$ cat src/hw/blecx_pkg.sv
// Summary of operation
// - receive indication mode: 00 correlator on, 01 with power-up, 10 priority
// - transmit indication mode: 00 without power-up, 01 with it, 10 priority
// - wlan_tx effect field: 00 none, 01 stop tx, 10 stop rx, 11 both
// - wlan_rx effect field, same coding, resets to 01 (stops tx only)
// - sync pulse goes out only while sync pulse enable is set
// - coexistence enable bit, reset 0, turns the whole interface on or off
// - receive mode 10: rx priority high when traffic priority exceeds rx threshold
// - transmit mode 10: tx priority high when traffic priority exceeds tx threshold
// - hold time in us keeps priority shown; zero holds until enable falls
// - lead delay in us from enable rise until priority is shown
// - per-activity priorities: passive 3, nonconn adv 4, conn adv 8, active 9
// - further priorities: initiating A, data D, link control E, conn request F
// - fallback priority, reset 3, for any other message type
package blecx_pkg;
	// register byte addresses
	localparam logic [31:0] ADDR_MODE = 32'h4000_0100;
	localparam logic [31:0] ADDR_TIMING = 32'h4000_0104;
	localparam logic [31:0] ADDR_TABLE = 32'h4000_0108;
	localparam logic [31:0] ADDR_FALLBACK = 32'h4000_010C;
	// values after reset
	localparam logic [31:0] RST_MODE = 32'h0000_0010;
	localparam logic [31:0] RST_TIMING = 32'h0000_0000;
	localparam logic [31:0] RST_TABLE = 32'h3489_ADEF;
	localparam logic [31:0] RST_FALLBACK = 32'h3000_0000;
	// writable bits of each register
	localparam logic [31:0] MASK_MODE = 32'h0033_00F3;
	localparam logic [31:0] MASK_TIMING = 32'h1F1F_7F7F;
	localparam logic [31:0] MASK_TABLE = 32'hFFFF_FFFF;
	localparam logic [31:0] MASK_FALLBACK = 32'hF000_0000;
	// field positions (low bit)
	localparam int RX_MODE_LSB = 20;
	localparam int TX_MODE_LSB = 16;
	localparam int WLAN_TX_EFF_LSB = 6;
	localparam int WLAN_RX_EFF_LSB = 4;
	localparam int SYNC_EN_BIT = 1;
	localparam int COEXISTENCE_ENABLE_BIT = 0;
	localparam int RX_THR_LSB = 24;
	localparam int TX_THR_LSB = 16;
	localparam int HOLD_LSB = 8;
	localparam int DELAY_LSB = 0;
	localparam int FALLBACK_LSB = 28;
	// indication modes
	localparam logic [1:0] IND_NO_PWRUP = 2'h0;
	localparam logic [1:0] IND_WITH_PWRUP = 2'h1;
	localparam logic [1:0] IND_PRIORITY = 2'h2;
	// timing: one microsecond in pclk cycles
	localparam int US_NS = 1000;
	localparam int CLK_PERIOD_NS = 50;
	localparam int US_CYCLES = US_NS / CLK_PERIOD_NS;
	// priority timer states
	typedef enum logic [2:0] {
		TS_IDLE = 3'h1,
		TS_WAIT = 3'h2,
		TS_SHOW = 3'h4
	} blecx_tstate_t;
endpackage

$ cat src/hw/blecx_tim_if.sv
`timescale 1ns/1ns
`default_nettype none
// link between the register side and one priority timer
interface blecx_tim_if;
	logic en;
	logic high;
	logic tick;
	logic [6:0] delay;
	logic [6:0] hold;
	logic out;
	modport ctl (output en, output high, output tick, output delay,
		output hold, input out);
	modport tim (input en, input high, input tick, input delay,
		input hold, output out);
endinterface
`default_nettype wire

$ cat src/hw/blecx_prio_timer.sv
`timescale 1ns/1ns
`default_nettype none
// lead delay and hold window for one priority indication
module blecx_prio_timer (
	input wire logic pclk,
	input wire logic presetn,
	blecx_tim_if.tim t
);
	typedef struct packed {
		blecx_pkg::blecx_tstate_t st;
		logic [6:0] cnt;
		logic en_d;
		logic out;
	} blecx_tstate_s_t;

	blecx_tstate_s_t s_r;
	blecx_tstate_s_t s_nxt;

	// next state: wait delay after enable rise, then show for hold time
	always_comb begin
		s_nxt = s_r;
		s_nxt.en_d = t.en;
		unique case (s_r.st)
			blecx_pkg::TS_IDLE: begin
				if (t.en && !s_r.en_d) begin
					if (t.delay == 7'h00) begin
						s_nxt.st = blecx_pkg::TS_SHOW;
						s_nxt.cnt = t.hold;
					end else begin
						s_nxt.st = blecx_pkg::TS_WAIT;
						s_nxt.cnt = t.delay;
					end
				end
			end
			blecx_pkg::TS_WAIT: begin
				if (!t.en) begin
					s_nxt.st = blecx_pkg::TS_IDLE;
				end else if (t.tick) begin
					if (s_r.cnt == 7'h01) begin
						s_nxt.st = blecx_pkg::TS_SHOW;
						s_nxt.cnt = t.hold;
					end else begin
						s_nxt.cnt = s_r.cnt - 7'h01;
					end
				end
			end
			blecx_pkg::TS_SHOW: begin
				if (s_r.cnt == 7'h00) begin
					if (!t.en) begin
						s_nxt.st = blecx_pkg::TS_IDLE;
					end
				end else if (t.tick) begin
					if (s_r.cnt == 7'h01) begin
						s_nxt.st = blecx_pkg::TS_IDLE;
					end
					s_nxt.cnt = s_r.cnt - 7'h01;
				end
			end
			default: begin
				s_nxt.st = blecx_pkg::TS_IDLE;
			end
		endcase
		s_nxt.out = (s_nxt.st == blecx_pkg::TS_SHOW) && t.high;
	end

	// state register
	always_ff @(posedge pclk or negedge presetn) begin
		if (!presetn) begin
			s_r <= '{st: blecx_pkg::TS_IDLE, cnt: 7'h00, en_d: 1'b0,
				out: 1'b0};
		end else begin
			s_r <= s_nxt;
		end
	end

	assign t.out = s_r.out;
endmodule
`default_nettype wire

$ cat src/hw/blecx_top.sv
// The APB slave port was chosen for this implementation.
`timescale 1ns/1ns
`default_nettype none
// coexistence indications towards an external wlan arbiter, apb registers
module blecx_top #(
	parameter int ACT_W = 4
) (
	input wire logic pclk,
	input wire logic presetn,
	input wire logic psel,
	input wire logic penable,
	input wire logic pwrite,
	input wire logic [31:0] paddr,
	input wire logic [31:0] pwdata,
	input wire logic [3:0] pstrb,
	output logic [31:0] prdata,
	output logic pready,
	output logic pslverr,
	input wire logic ll_tx_en,
	input wire logic ll_tx_pwrup,
	input wire logic ll_rx_en,
	input wire logic ll_rx_corr_en,
	input wire logic [ACT_W-1:0] ll_activity,
	input wire logic ll_sync_evt,
	input wire logic wlan_tx,
	input wire logic wlan_rx,
	output logic coex_tx,
	output logic coex_rx,
	output logic [3:0] coex_pti,
	output logic coex_sync,
	output logic ll_tx_stop,
	output logic ll_rx_stop
);
	typedef struct packed {
		logic [31:0] mode;
		logic [31:0] timing;
		logic [31:0] table_w;
		logic [31:0] fallback;
		logic [31:0] rdata;
		logic ready;
		logic slverr;
		logic [4:0] us_cnt;
		logic tick;
		logic tx;
		logic rx;
		logic [3:0] pti;
		logic sync;
		logic tx_stop;
		logic rx_stop;
	} blecx_state_t;

	blecx_state_t s_r;
	blecx_state_t s_nxt;

	// field views of the control registers
	logic coexistence_enable;
	logic sync_en;
	logic [1:0] rx_mode;
	logic [1:0] tx_mode;
	logic [1:0] wtx_eff;
	logic [1:0] wrx_eff;
	logic [4:0] rx_thr;
	logic [4:0] tx_thr;
	assign coexistence_enable = s_r.mode[blecx_pkg::COEXISTENCE_ENABLE_BIT];
	assign sync_en = s_r.mode[blecx_pkg::SYNC_EN_BIT];
	assign rx_mode = s_r.mode[blecx_pkg::RX_MODE_LSB +: 2];
	assign tx_mode = s_r.mode[blecx_pkg::TX_MODE_LSB +: 2];
	assign wtx_eff = s_r.mode[blecx_pkg::WLAN_TX_EFF_LSB +: 2];
	assign wrx_eff = s_r.mode[blecx_pkg::WLAN_RX_EFF_LSB +: 2];
	assign rx_thr = s_r.timing[blecx_pkg::RX_THR_LSB +: 5];
	assign tx_thr = s_r.timing[blecx_pkg::TX_THR_LSB +: 5];

	// priority timers: index 0 for transmit, 1 for receive
	logic [1:0] tim_en;
	logic [1:0] tim_high;
	logic [1:0] tim_out;
	assign tim_en[0] = coexistence_enable && ll_tx_en;
	assign tim_en[1] = coexistence_enable && ll_rx_en;
	assign tim_high[0] = {1'b0, s_r.pti} > tx_thr;
	assign tim_high[1] = {1'b0, s_r.pti} > rx_thr;

	genvar gi;
	generate
		for (gi = 0; gi < 2; gi++) begin : g_tim
			blecx_tim_if tif ();
			assign tif.en = tim_en[gi];
			assign tif.high = tim_high[gi];
			assign tif.tick = s_r.tick;
			assign tif.delay = s_r.timing[blecx_pkg::DELAY_LSB +: 7];
			assign tif.hold = s_r.timing[blecx_pkg::HOLD_LSB +: 7];
			assign tim_out[gi] = tif.out;
			blecx_prio_timer u_tim (
				.pclk(pclk),
				.presetn(presetn),
				.t(tif.tim)
			);
		end
	endgenerate

	// byte lanes of a write merged under the writable mask
	function automatic logic [31:0] merge(input logic [31:0] old,
		input logic [31:0] wd, input logic [3:0] strb,
		input logic [31:0] msk);
		logic [31:0] m;
		m = {{8{strb[3]}}, {8{strb[2]}}, {8{strb[1]}}, {8{strb[0]}}} & msk;
		return (old & ~m) | (wd & m);
	endfunction

	// indication chosen by a 2-bit mode
	function automatic logic indicate(input logic [1:0] md,
		input logic plain, input logic full, input logic prio);
		logic r;
		r = 1'b0;
		if (md == blecx_pkg::IND_NO_PWRUP) begin
			r = plain;
		end else if (md == blecx_pkg::IND_WITH_PWRUP) begin
			r = full;
		end else if (md == blecx_pkg::IND_PRIORITY) begin
			r = prio;
		end
		return r;
	endfunction

	logic setup;
	logic wr;
	logic hit;
	logic [3:0] act_prio;
	assign setup = psel && !penable;
	assign wr = psel && penable && s_r.ready && pwrite;
	assign hit = paddr == blecx_pkg::ADDR_MODE ||
		paddr == blecx_pkg::ADDR_TIMING ||
		paddr == blecx_pkg::ADDR_TABLE ||
		paddr == blecx_pkg::ADDR_FALLBACK;

	// activity code picks a table nibble, other codes take fallback
	always_comb begin
		act_prio = s_r.fallback[blecx_pkg::FALLBACK_LSB +: 4];
		for (int k = 0; k < 8; k++) begin
			if (ll_activity == ACT_W'(k)) begin
				act_prio = s_r.table_w[k*4 +: 4];
			end
		end
	end

	// next state of registers, bus answer and outputs
	always_comb begin
		s_nxt = s_r;
		// apb: answer prepared in setup, given in first access cycle
		s_nxt.ready = setup;
		s_nxt.slverr = setup && !hit;
		s_nxt.rdata = 32'h0000_0000;
		if (setup && !pwrite) begin
			unique case (1'b1)
				paddr == blecx_pkg::ADDR_MODE: s_nxt.rdata = s_r.mode;
				paddr == blecx_pkg::ADDR_TIMING: s_nxt.rdata = s_r.timing;
				paddr == blecx_pkg::ADDR_TABLE: s_nxt.rdata = s_r.table_w;
				paddr == blecx_pkg::ADDR_FALLBACK: s_nxt.rdata = s_r.fallback;
				default: s_nxt.rdata = 32'h0000_0000;
			endcase
		end
		if (wr && paddr == blecx_pkg::ADDR_MODE) begin
			s_nxt.mode = merge(s_r.mode, pwdata, pstrb,
				blecx_pkg::MASK_MODE);
		end
		if (wr && paddr == blecx_pkg::ADDR_TIMING) begin
			s_nxt.timing = merge(s_r.timing, pwdata, pstrb,
				blecx_pkg::MASK_TIMING);
		end
		if (wr && paddr == blecx_pkg::ADDR_TABLE) begin
			s_nxt.table_w = merge(s_r.table_w, pwdata, pstrb,
				blecx_pkg::MASK_TABLE);
		end
		if (wr && paddr == blecx_pkg::ADDR_FALLBACK) begin
			s_nxt.fallback = merge(s_r.fallback, pwdata, pstrb,
				blecx_pkg::MASK_FALLBACK);
		end
		// microsecond tick for the priority timers
		if (s_r.us_cnt == 5'(blecx_pkg::US_CYCLES - 1)) begin
			s_nxt.us_cnt = 5'h00;
			s_nxt.tick = 1'b1;
		end else begin
			s_nxt.us_cnt = s_r.us_cnt + 5'h01;
			s_nxt.tick = 1'b0;
		end
		// indications, all quiet while coexistence is off
		s_nxt.pti = coexistence_enable ? act_prio : 4'h0;
		s_nxt.tx = coexistence_enable && indicate(tx_mode, ll_tx_en && !ll_tx_pwrup,
			ll_tx_en, tim_out[0]);
		s_nxt.rx = coexistence_enable && indicate(rx_mode, ll_rx_corr_en,
			ll_rx_en, tim_out[1]);
		s_nxt.sync = coexistence_enable && sync_en && ll_sync_evt;
		s_nxt.tx_stop = coexistence_enable && ((wlan_tx && wtx_eff[0]) ||
			(wlan_rx && wrx_eff[0]));
		s_nxt.rx_stop = coexistence_enable && ((wlan_tx && wtx_eff[1]) ||
			(wlan_rx && wrx_eff[1]));
	end

	// state register
	always_ff @(posedge pclk or negedge presetn) begin
		if (!presetn) begin
			s_r <= '0;
			s_r.mode <= blecx_pkg::RST_MODE;
			s_r.timing <= blecx_pkg::RST_TIMING;
			s_r.table_w <= blecx_pkg::RST_TABLE;
			s_r.fallback <= blecx_pkg::RST_FALLBACK;
		end else begin
			s_r <= s_nxt;
		end
	end

	// outputs straight from flip-flops
	assign prdata = s_r.rdata;
	assign pready = s_r.ready;
	assign pslverr = s_r.slverr;
	assign coex_tx = s_r.tx;
	assign coex_rx = s_r.rx;
	assign coex_pti = s_r.pti;
	assign coex_sync = s_r.sync;
	assign ll_tx_stop = s_r.tx_stop;
	assign ll_rx_stop = s_r.rx_stop;
endmodule
`default_nettype wire

$ cat config.mk
export PLATFORM = sky130hd
export DESIGN_NAME = blecx_top
export DESIGN_NICKNAME = d
export VERILOG_FILES = /design/src/hw/blecx_pkg.sv /design/src/hw/blecx_tim_if.sv /design/src/hw/blecx_prio_timer.sv /design/src/hw/blecx_top.sv
export SDC_FILE = /design/constraint.sdc
export NUM_CORES = 1
export LEC_CHECK = 0
export ABC_CLOCK_PERIOD_IN_PS = 3870
export BUFFER_PORTS_ARGS = -buffer_cell sky130_fd_sc_hd__clkbuf_2
export CAP_MARGIN = 10
export CELL_PAD_IN_SITES_DETAIL_PLACEMENT = 0
export CELL_PAD_IN_SITES_GLOBAL_PLACEMENT = 1
export CORE_UTILIZATION = 45
export CTS_CLUSTER_DIAMETER = 200
export DETAILED_ROUTE_END_ITERATION = 12
export GPL_TIMING_DRIVEN = 0
export PLACE_DENSITY_LB_ADDON = 0.1
export SETUP_SLACK_MARGIN = 0.3
export SYNTH_ARGS = -nofsm -noshare
export SYNTH_HDL_FRONTEND = slang
export SYNTH_SLANG_ARGS = --single-unit
$ cat constraint.sdc
create_clock -name pclk -period 3.87 [get_ports pclk]
set_input_delay 0.387 -clock pclk [delete_from_list [all_inputs] [get_ports pclk]]
set_output_delay 0.387 -clock pclk [all_outputs]
set_load 0.02 [all_outputs]
* Word level (Yosys, flattened, before mapping) *
Index checks and enable logic that the tools add are counted.

cells by class
  $add $sub $neg = 3
  $lt $le $gt $ge = 2
  bitwise gates (word level) = 16
  muxes and demuxes = 45
  eq/ne operators = 36
  reductions and logical operators = 48

operators by type and width
  operator                                                                  number
  32-bit bitwise AND                                                        6
  32-bit by 31-bit equality test with 1-bit output (second input constant)  4
  32-bit OR                                                                 4
  32-bit case mux with 4 select lines                                       1
  10-bit two-way mux                                                        7
  32-bit NOT                                                                2
  7-bit two-way mux                                                         6
  7-bit case mux with 3 select lines                                        2
  4-bit two-way mux                                                         9
  32-bit by 22-bit bitwise AND with 32-bit output                           1
  32-bit by 29-bit bitwise AND with 32-bit output                           1
  32-bit two-way mux                                                        1
  22-bit NOT with 32-bit output                                             1
  29-bit NOT with 32-bit output                                             1
  3-bit two-way mux                                                         10
  1-bit logical AND                                                         27
  7-bit logical NOT                                                         3
  3-bit case mux with 3 select lines                                        2
  4-bit by 3-bit equality test with 1-bit output (second input constant)    4
  7-bit by 1-bit equality test with 1-bit output (second input constant)    2
  7-bit by 1-bit subtractor with 7-bit output (second input constant)       2
  3-bit equality test (second input constant)                               4
  2-bit != test (second input constant)                                     6
  6-bit AND reduction                                                       2
  17 further kinds                                                          42

storage, ports and cells
  input bits = 84
  register bits = 201
  output and inout port bits = 43

* Logic depth before layout (Yosys ltp) *
  depth after elaboration = 10
  gate-level depth with buffers = 7

* By module *
A second synthesis with hierarchy kept.

second synthesis, totals
  cells, all modules = 789
  area total of the unflattened synthesis = 8212.9 um^2

by module, submodules not included
  module            sequential area each (um^2)  times used  area each (um^2)  cells an instance
  blecx_top         3004.1                       1           6163.4            537
  blecx_prio_timer  301.5                        2           1024.7            126

* Worst setup path before layout *
No wires, ideal clock.

  kind = input-to-reg
  start = in paddr[4]
  end = reg with a tool-made name
  slack = 1556 ps
  stages on the path = 6
  data arrival time = 2189 ps
  path buffers = 1
  data required time = 3745 ps
  path through = or4b_1 -> nor3_2 -> nand4_2 -> buf_6 -> nor3_4 -> mux2_2

RTL lines
  item                line             text
  start: declaration  blecx_top.sv:13  input wire logic [31:0] paddr,

* Worst setup path after layout *
  start = reg g_tim[0].u_tim.s_r[6] (netlist name)
  end = reg g_tim[0].u_tim.s_r[6] (netlist name)

on the way
  word-level cells in the longest chain between the ends = 5

ends and longest elaborated chain
  item                                                                                                                  line                                                                    text
  start: declaration                                                                                                    blecx_prio_timer.sv:16                                                  blecx_tstate_s_t s_r;
  start signal: assignment                                                                                              blecx_prio_timer.sv:69                                                  s_r <= '{st: blecx_pkg::TS_IDLE, cnt: 7'h00, en_d: 1'b0,
  start signal: assignment                                                                                              blecx_prio_timer.sv:72                                                  s_r <= s_nxt;
  7-bit by 1-bit subtractor with 7-bit output / 7-bit by 1-bit equality test with 1-bit output (equally long branches)  blecx_prio_timer.sv:43, blecx_prio_timer.sv:56, blecx_prio_timer.sv:39
  7-bit two-way mux                                                                                                     blecx_prio_timer.sv:39                                                  if (s_r.cnt == 7'h01) begin
  10-bit two-way mux                                                                                                    blecx_prio_timer.sv:38                                                  end else if (t.tick) begin
  7-bit two-way mux                                                                                                     blecx_prio_timer.sv:36                                                  if (!t.en) begin
  7-bit case mux with 3 select lines                                                                                    blecx_prio_timer.sv:23                                                  unique case (s_r.st)

Parallel ways exist; a longest one is shown, timed or not. The select of a mux whose other input is x is not followed.
A chain may end at the register's enable or synchronous reset.

==> results.py <==
metrics = {
    "global_routing": {
        "track_usage_pct": 24.9,
        "grt_pass1_wl_um": 32800,
        "antenna_found_initial": 0,
        "grt_overflow": 0,
        "grt_max_degree": 82,
        "grt_pass1_vias": 5969,
    },
    "cts": {
        "clock_tree.buffer_depth": 2,
        "cts_sinks": 143,
        "htreeDepth": 4,
        "worstSkewPairLatency_ns": 0.43,
        "cts_tree": "built",
        "post_cts_buffers": 0,
        "cts_root_buf": "clkbuf_16",
        "cts.reportedPaths.clkPinSlew_ns": 0.06,
        "cts_buffers": 17,
    },
    "timing": {
        "tightest_slew_ns": 1.14,
        "clock-skew-final_ns": 0.0135,
        "finalSetupTns_ns": 0,
        "setup_violations": 0,
        "finalCritPeriodShare_pct": 67.9,
        "min_period_ns": 2.63,
        "drv_slew": 0,
        "fmax_mhz": 381,
        "rsz0062_at_grt": "false",
        "slew_headroom_pct": 23.2,
        "hold_viol_final": 0,
    },
    "critical_path": {
        "critPathMaxStageDelay_ns": 0.97,
        "crit_type": "reg -> reg",
        "arrival_ns": 2.93,
        "reg2reg_from": "g_tim[0].u_tim.s_r[6]",
        "cp_max_fo": 10,
        "reg2regPathDepth": 6,
        "path_cells": "nor4_1 -> nand3b_1 -> a31oi_1 -> clkbuf_1 -> nor2b_1 -> a21oi_1",
        "cpMaxStageDelayCell": "nor4_1",
        "path_delay_family": "simple AND/OR/NAND/NOR gates",
        "end_kind": "flop",
        "required_ns": 4.17,
        "start_kind": "flop",
        "timing.rr.end": "g_tim[0].u_tim.s_r[6]",
        "ff2ff_setup_slack_ns": 1.24,
        "path_buf_inv": 1,
    },
    "power": {
        "p_per_area_nw_per_um2": 381,
        "vdd_drop_max_mv": 0.327,
        "p_leak_nw": 4.32,
    },
    "drt": {
        "vias": 5971,
        "drt_iter0_markers": 353,
        "routedWlPerCell_um": 19.5,
        "drtPass1Iterations": 6,
        "post-route-drc-count": 0,
        "ant_nets": 0,
        "viasPerCell": 5.65,
        "totalWireLength_um": 20600,
    },
    "die": {
        "start_util_pct": 46.7,
        "die_y_um": 131,
        "fp.coreArea_um2": 16100,
        "die_x_um": 131,
        "io_pins": 127,
        "rows": 46,
        "dieArea_um2": 17200,
    },
    "outcome": {
        "outcome": "finished, final reports clean",
    },
    "synthesis": {
        "ys_warn_count": 0,
        "yosysUniqueCellTypes": 67,
        "synthArstFlopShare_pct": 100,
        "ys_ff_latch": 143,
        "synth_area_per_cell_um2": 11.1,
        "synth_edf_count": 0,
        "ys_seq_area_share_pct": 47.9,
        "synth_area_um2": 7530,
        "synthCells": 680,
        "ys.flop_type": "dfrtp_1",
        "synth_nets": 779,
    },
    "placed_design": {
        "port_buffers": 126,
        "dp_hpwl_um": 15500,
        "place_inst": 1023,
        "gp_congestion": 0.861,
    },
    "worst_hold_path": {
        "min_from": "pwdata[23]",
        "hold_path.class": "in -> reg",
        "worstHoldPathCells": 2,
    },
    "layout": {
        "finalNonFillerCells": 1056,
        "layout-drive-gt1-share_pct": 36.3,
        "insertedDiodeCount": 0,
        "fillers": 1410,
        "areaGrowthSynthToFinish_pct": 21.3,
        "nNetsFinal": 926,
    },
    "flow_run": {
        "drv_cap": 0,
    },
}
==> area by class of cell <==
| class | count | area (um2) | area share, % |
|---|---|---|---|
| plain buffers | 59 | 367 | 4.01 |
| clock buffers | 23 | 478 | 5.23 |
| clock inverters | 9 | 180 | 1.97 |
| inverters | 25 | 93.8 | 1.03 |
| multi-input cells | 453 | 3460 | 37.9 |
| flip-flops and latches | 143 | 3610 | 39.5 |
| well taps | 216 | 270 | 2.96 |
| repair buffers | 128 | 677 | 7.41 |
==> layer usage <==
layer,wire (um),GRT usage [%]
met1,9880,36.0
met5,0,0
met2,9240,37.6
met4,339,7.49
met3,1100,4.86
==> timing repair <==
action                                  4_1_cts  5_1_grt
gates resized for setup                       0        0
hold buffers                                  1        0
endpoints found under the setup margin        0        0
endpoints found under the hold margin        55        0
==> cells in the final DEF (no fill, tap or decap), types with 4 or more instances in the layout <==
master     synthesis  routed
nor4_1            10      10
and2_1             5       5
nor2b_1           19      19
clkbuf_1          18      21
a211oi_1           8       8
and3b_1            4       4
dfstp_2           23      23
nand2_1           25      25
nor2_1            43      43
o22ai_1            8       8
xnor2_1            6       6
o21ai_0           30      30
buf_4             36      36
mux2_2            72      72
nor3_1            16      16
clkbuf_8           0       4
a22o_1            15      15
a31oi_1           10      10
clkbuf_16          0      17
inv_1             25      25
a221oi_1           4       4
clkbuf_2           0     125
ha_1              15      15
mux2i_1           20      20
a22oi_1           12      12
nand3b_1           4       4
or3_1              4       4
nand2b_1          16      16
a21oi_1           26      26
nor3b_1           13      13
nor3_4             7       7
bufinv_16          0       5
dfrtp_1          120     120
==> worst max-delay path by stage <==
| stage | startpoint | endpoint | slack [ns] | cells after the start |
|---|---|---|---|---|
| floorplan | paddr[4] | flop | 1.56 | 6 |
| global placement | presetn | prdata[7] | 0.07 | 1 |
| detailed placement | paddr[4] | flop | 1.07 | 7 |
| CTS | g_tim[0].u_tim.s_r[6] | g_tim[0].u_tim.s_r[3] | 1.30 | 6 |
| global route | g_tim[0].u_tim.s_r[6] | g_tim[0].u_tim.s_r[7] | 0.99 | 6 |
| finish | g_tim[0].u_tim.s_r[6] | g_tim[0].u_tim.s_r[6] | 1.24 | 6 |
==> cell usage after synthesis, drive strengths merged (3+ instances only) <==
cell	number	area share [%]
a31oi	10	0.83
a2111oi	3	0.35
a22o	15	1.7
xor2	3	0.35
o221ai	3	0.35
nand3	3	0.20
a22oi	12	1.2
and3b	4	0.47
dfstp	23	8.0
or4	3	0.30
or3	4	0.33
a211oi	8	0.80
nor3	26	3.0
dfrtp	120	40
a221oi	4	0.47
a21oi	26	1.7
clkbuf	18	0.90
nor3b	13	1.3
nand3b	4	0.40
nor4b	3	0.35
o22ai	8	0.67
mux2i	20	2.7
buf	41	4.0
o32ai	3	0.35
nor2	43	2.1
xnor2	6	0.70
inv	25	1.2
ha	15	2.5
nand2b	16	1.3
nand2	25	1.2
o21ai	30	2.0
and2	5	0.42
nor2b	19	1.6
nor4	13	1.4
mux2	73	11
and3	3	0.25
o211ai	3	0.30
==> metrics by stage <==
stage	power, mW	cell area, um2	util, %	setup slack, ns	hold slack [ns]
after detailed placement	1.68	8460	52.5	1.07	0.408
after floorplan	1.57	7530	-	1.56	0.0914
after global placement	1.67	8430	52.3	0.0732	0.443
after CTS	3.50	9130	56.7	1.30	0.171
after global routing	3.58	9130	56.7	0.985	0.173
final	3.47	9130	56.7	1.24	0.175
==> logic make-up (layout without fill, tap and decap cells) <==
| family | count (synthesis) | after routing | share of synthesized area (%) |
|---|---|---|---|
| xor+xnor | 9 | 9 | 1.05 |
| compound gates | 143 | 143 | 12.9 |
| simple gates | 193 | 193 | 15.9 |
| mux | 93 | 93 | 13.6 |
| fa+ha+maj | 15 | 15 | 2.49 |
| buf+inv | 84 | 244 | 6.12 |
| flops | 143 | 143 | 47.9 |
==> power by group <==
part	total [mW]	leakage [nW]	switching, mW	internal [mW]
sequential	1.50	1.88	0.000387	1.50
clock	1.82	0.318	0.626	1.20
combinational	0.152	2.12	0.0964	0.0560
total	3.47	4.32	0.723	2.75
Note: power is estimated with default switching activity, not from simulation.
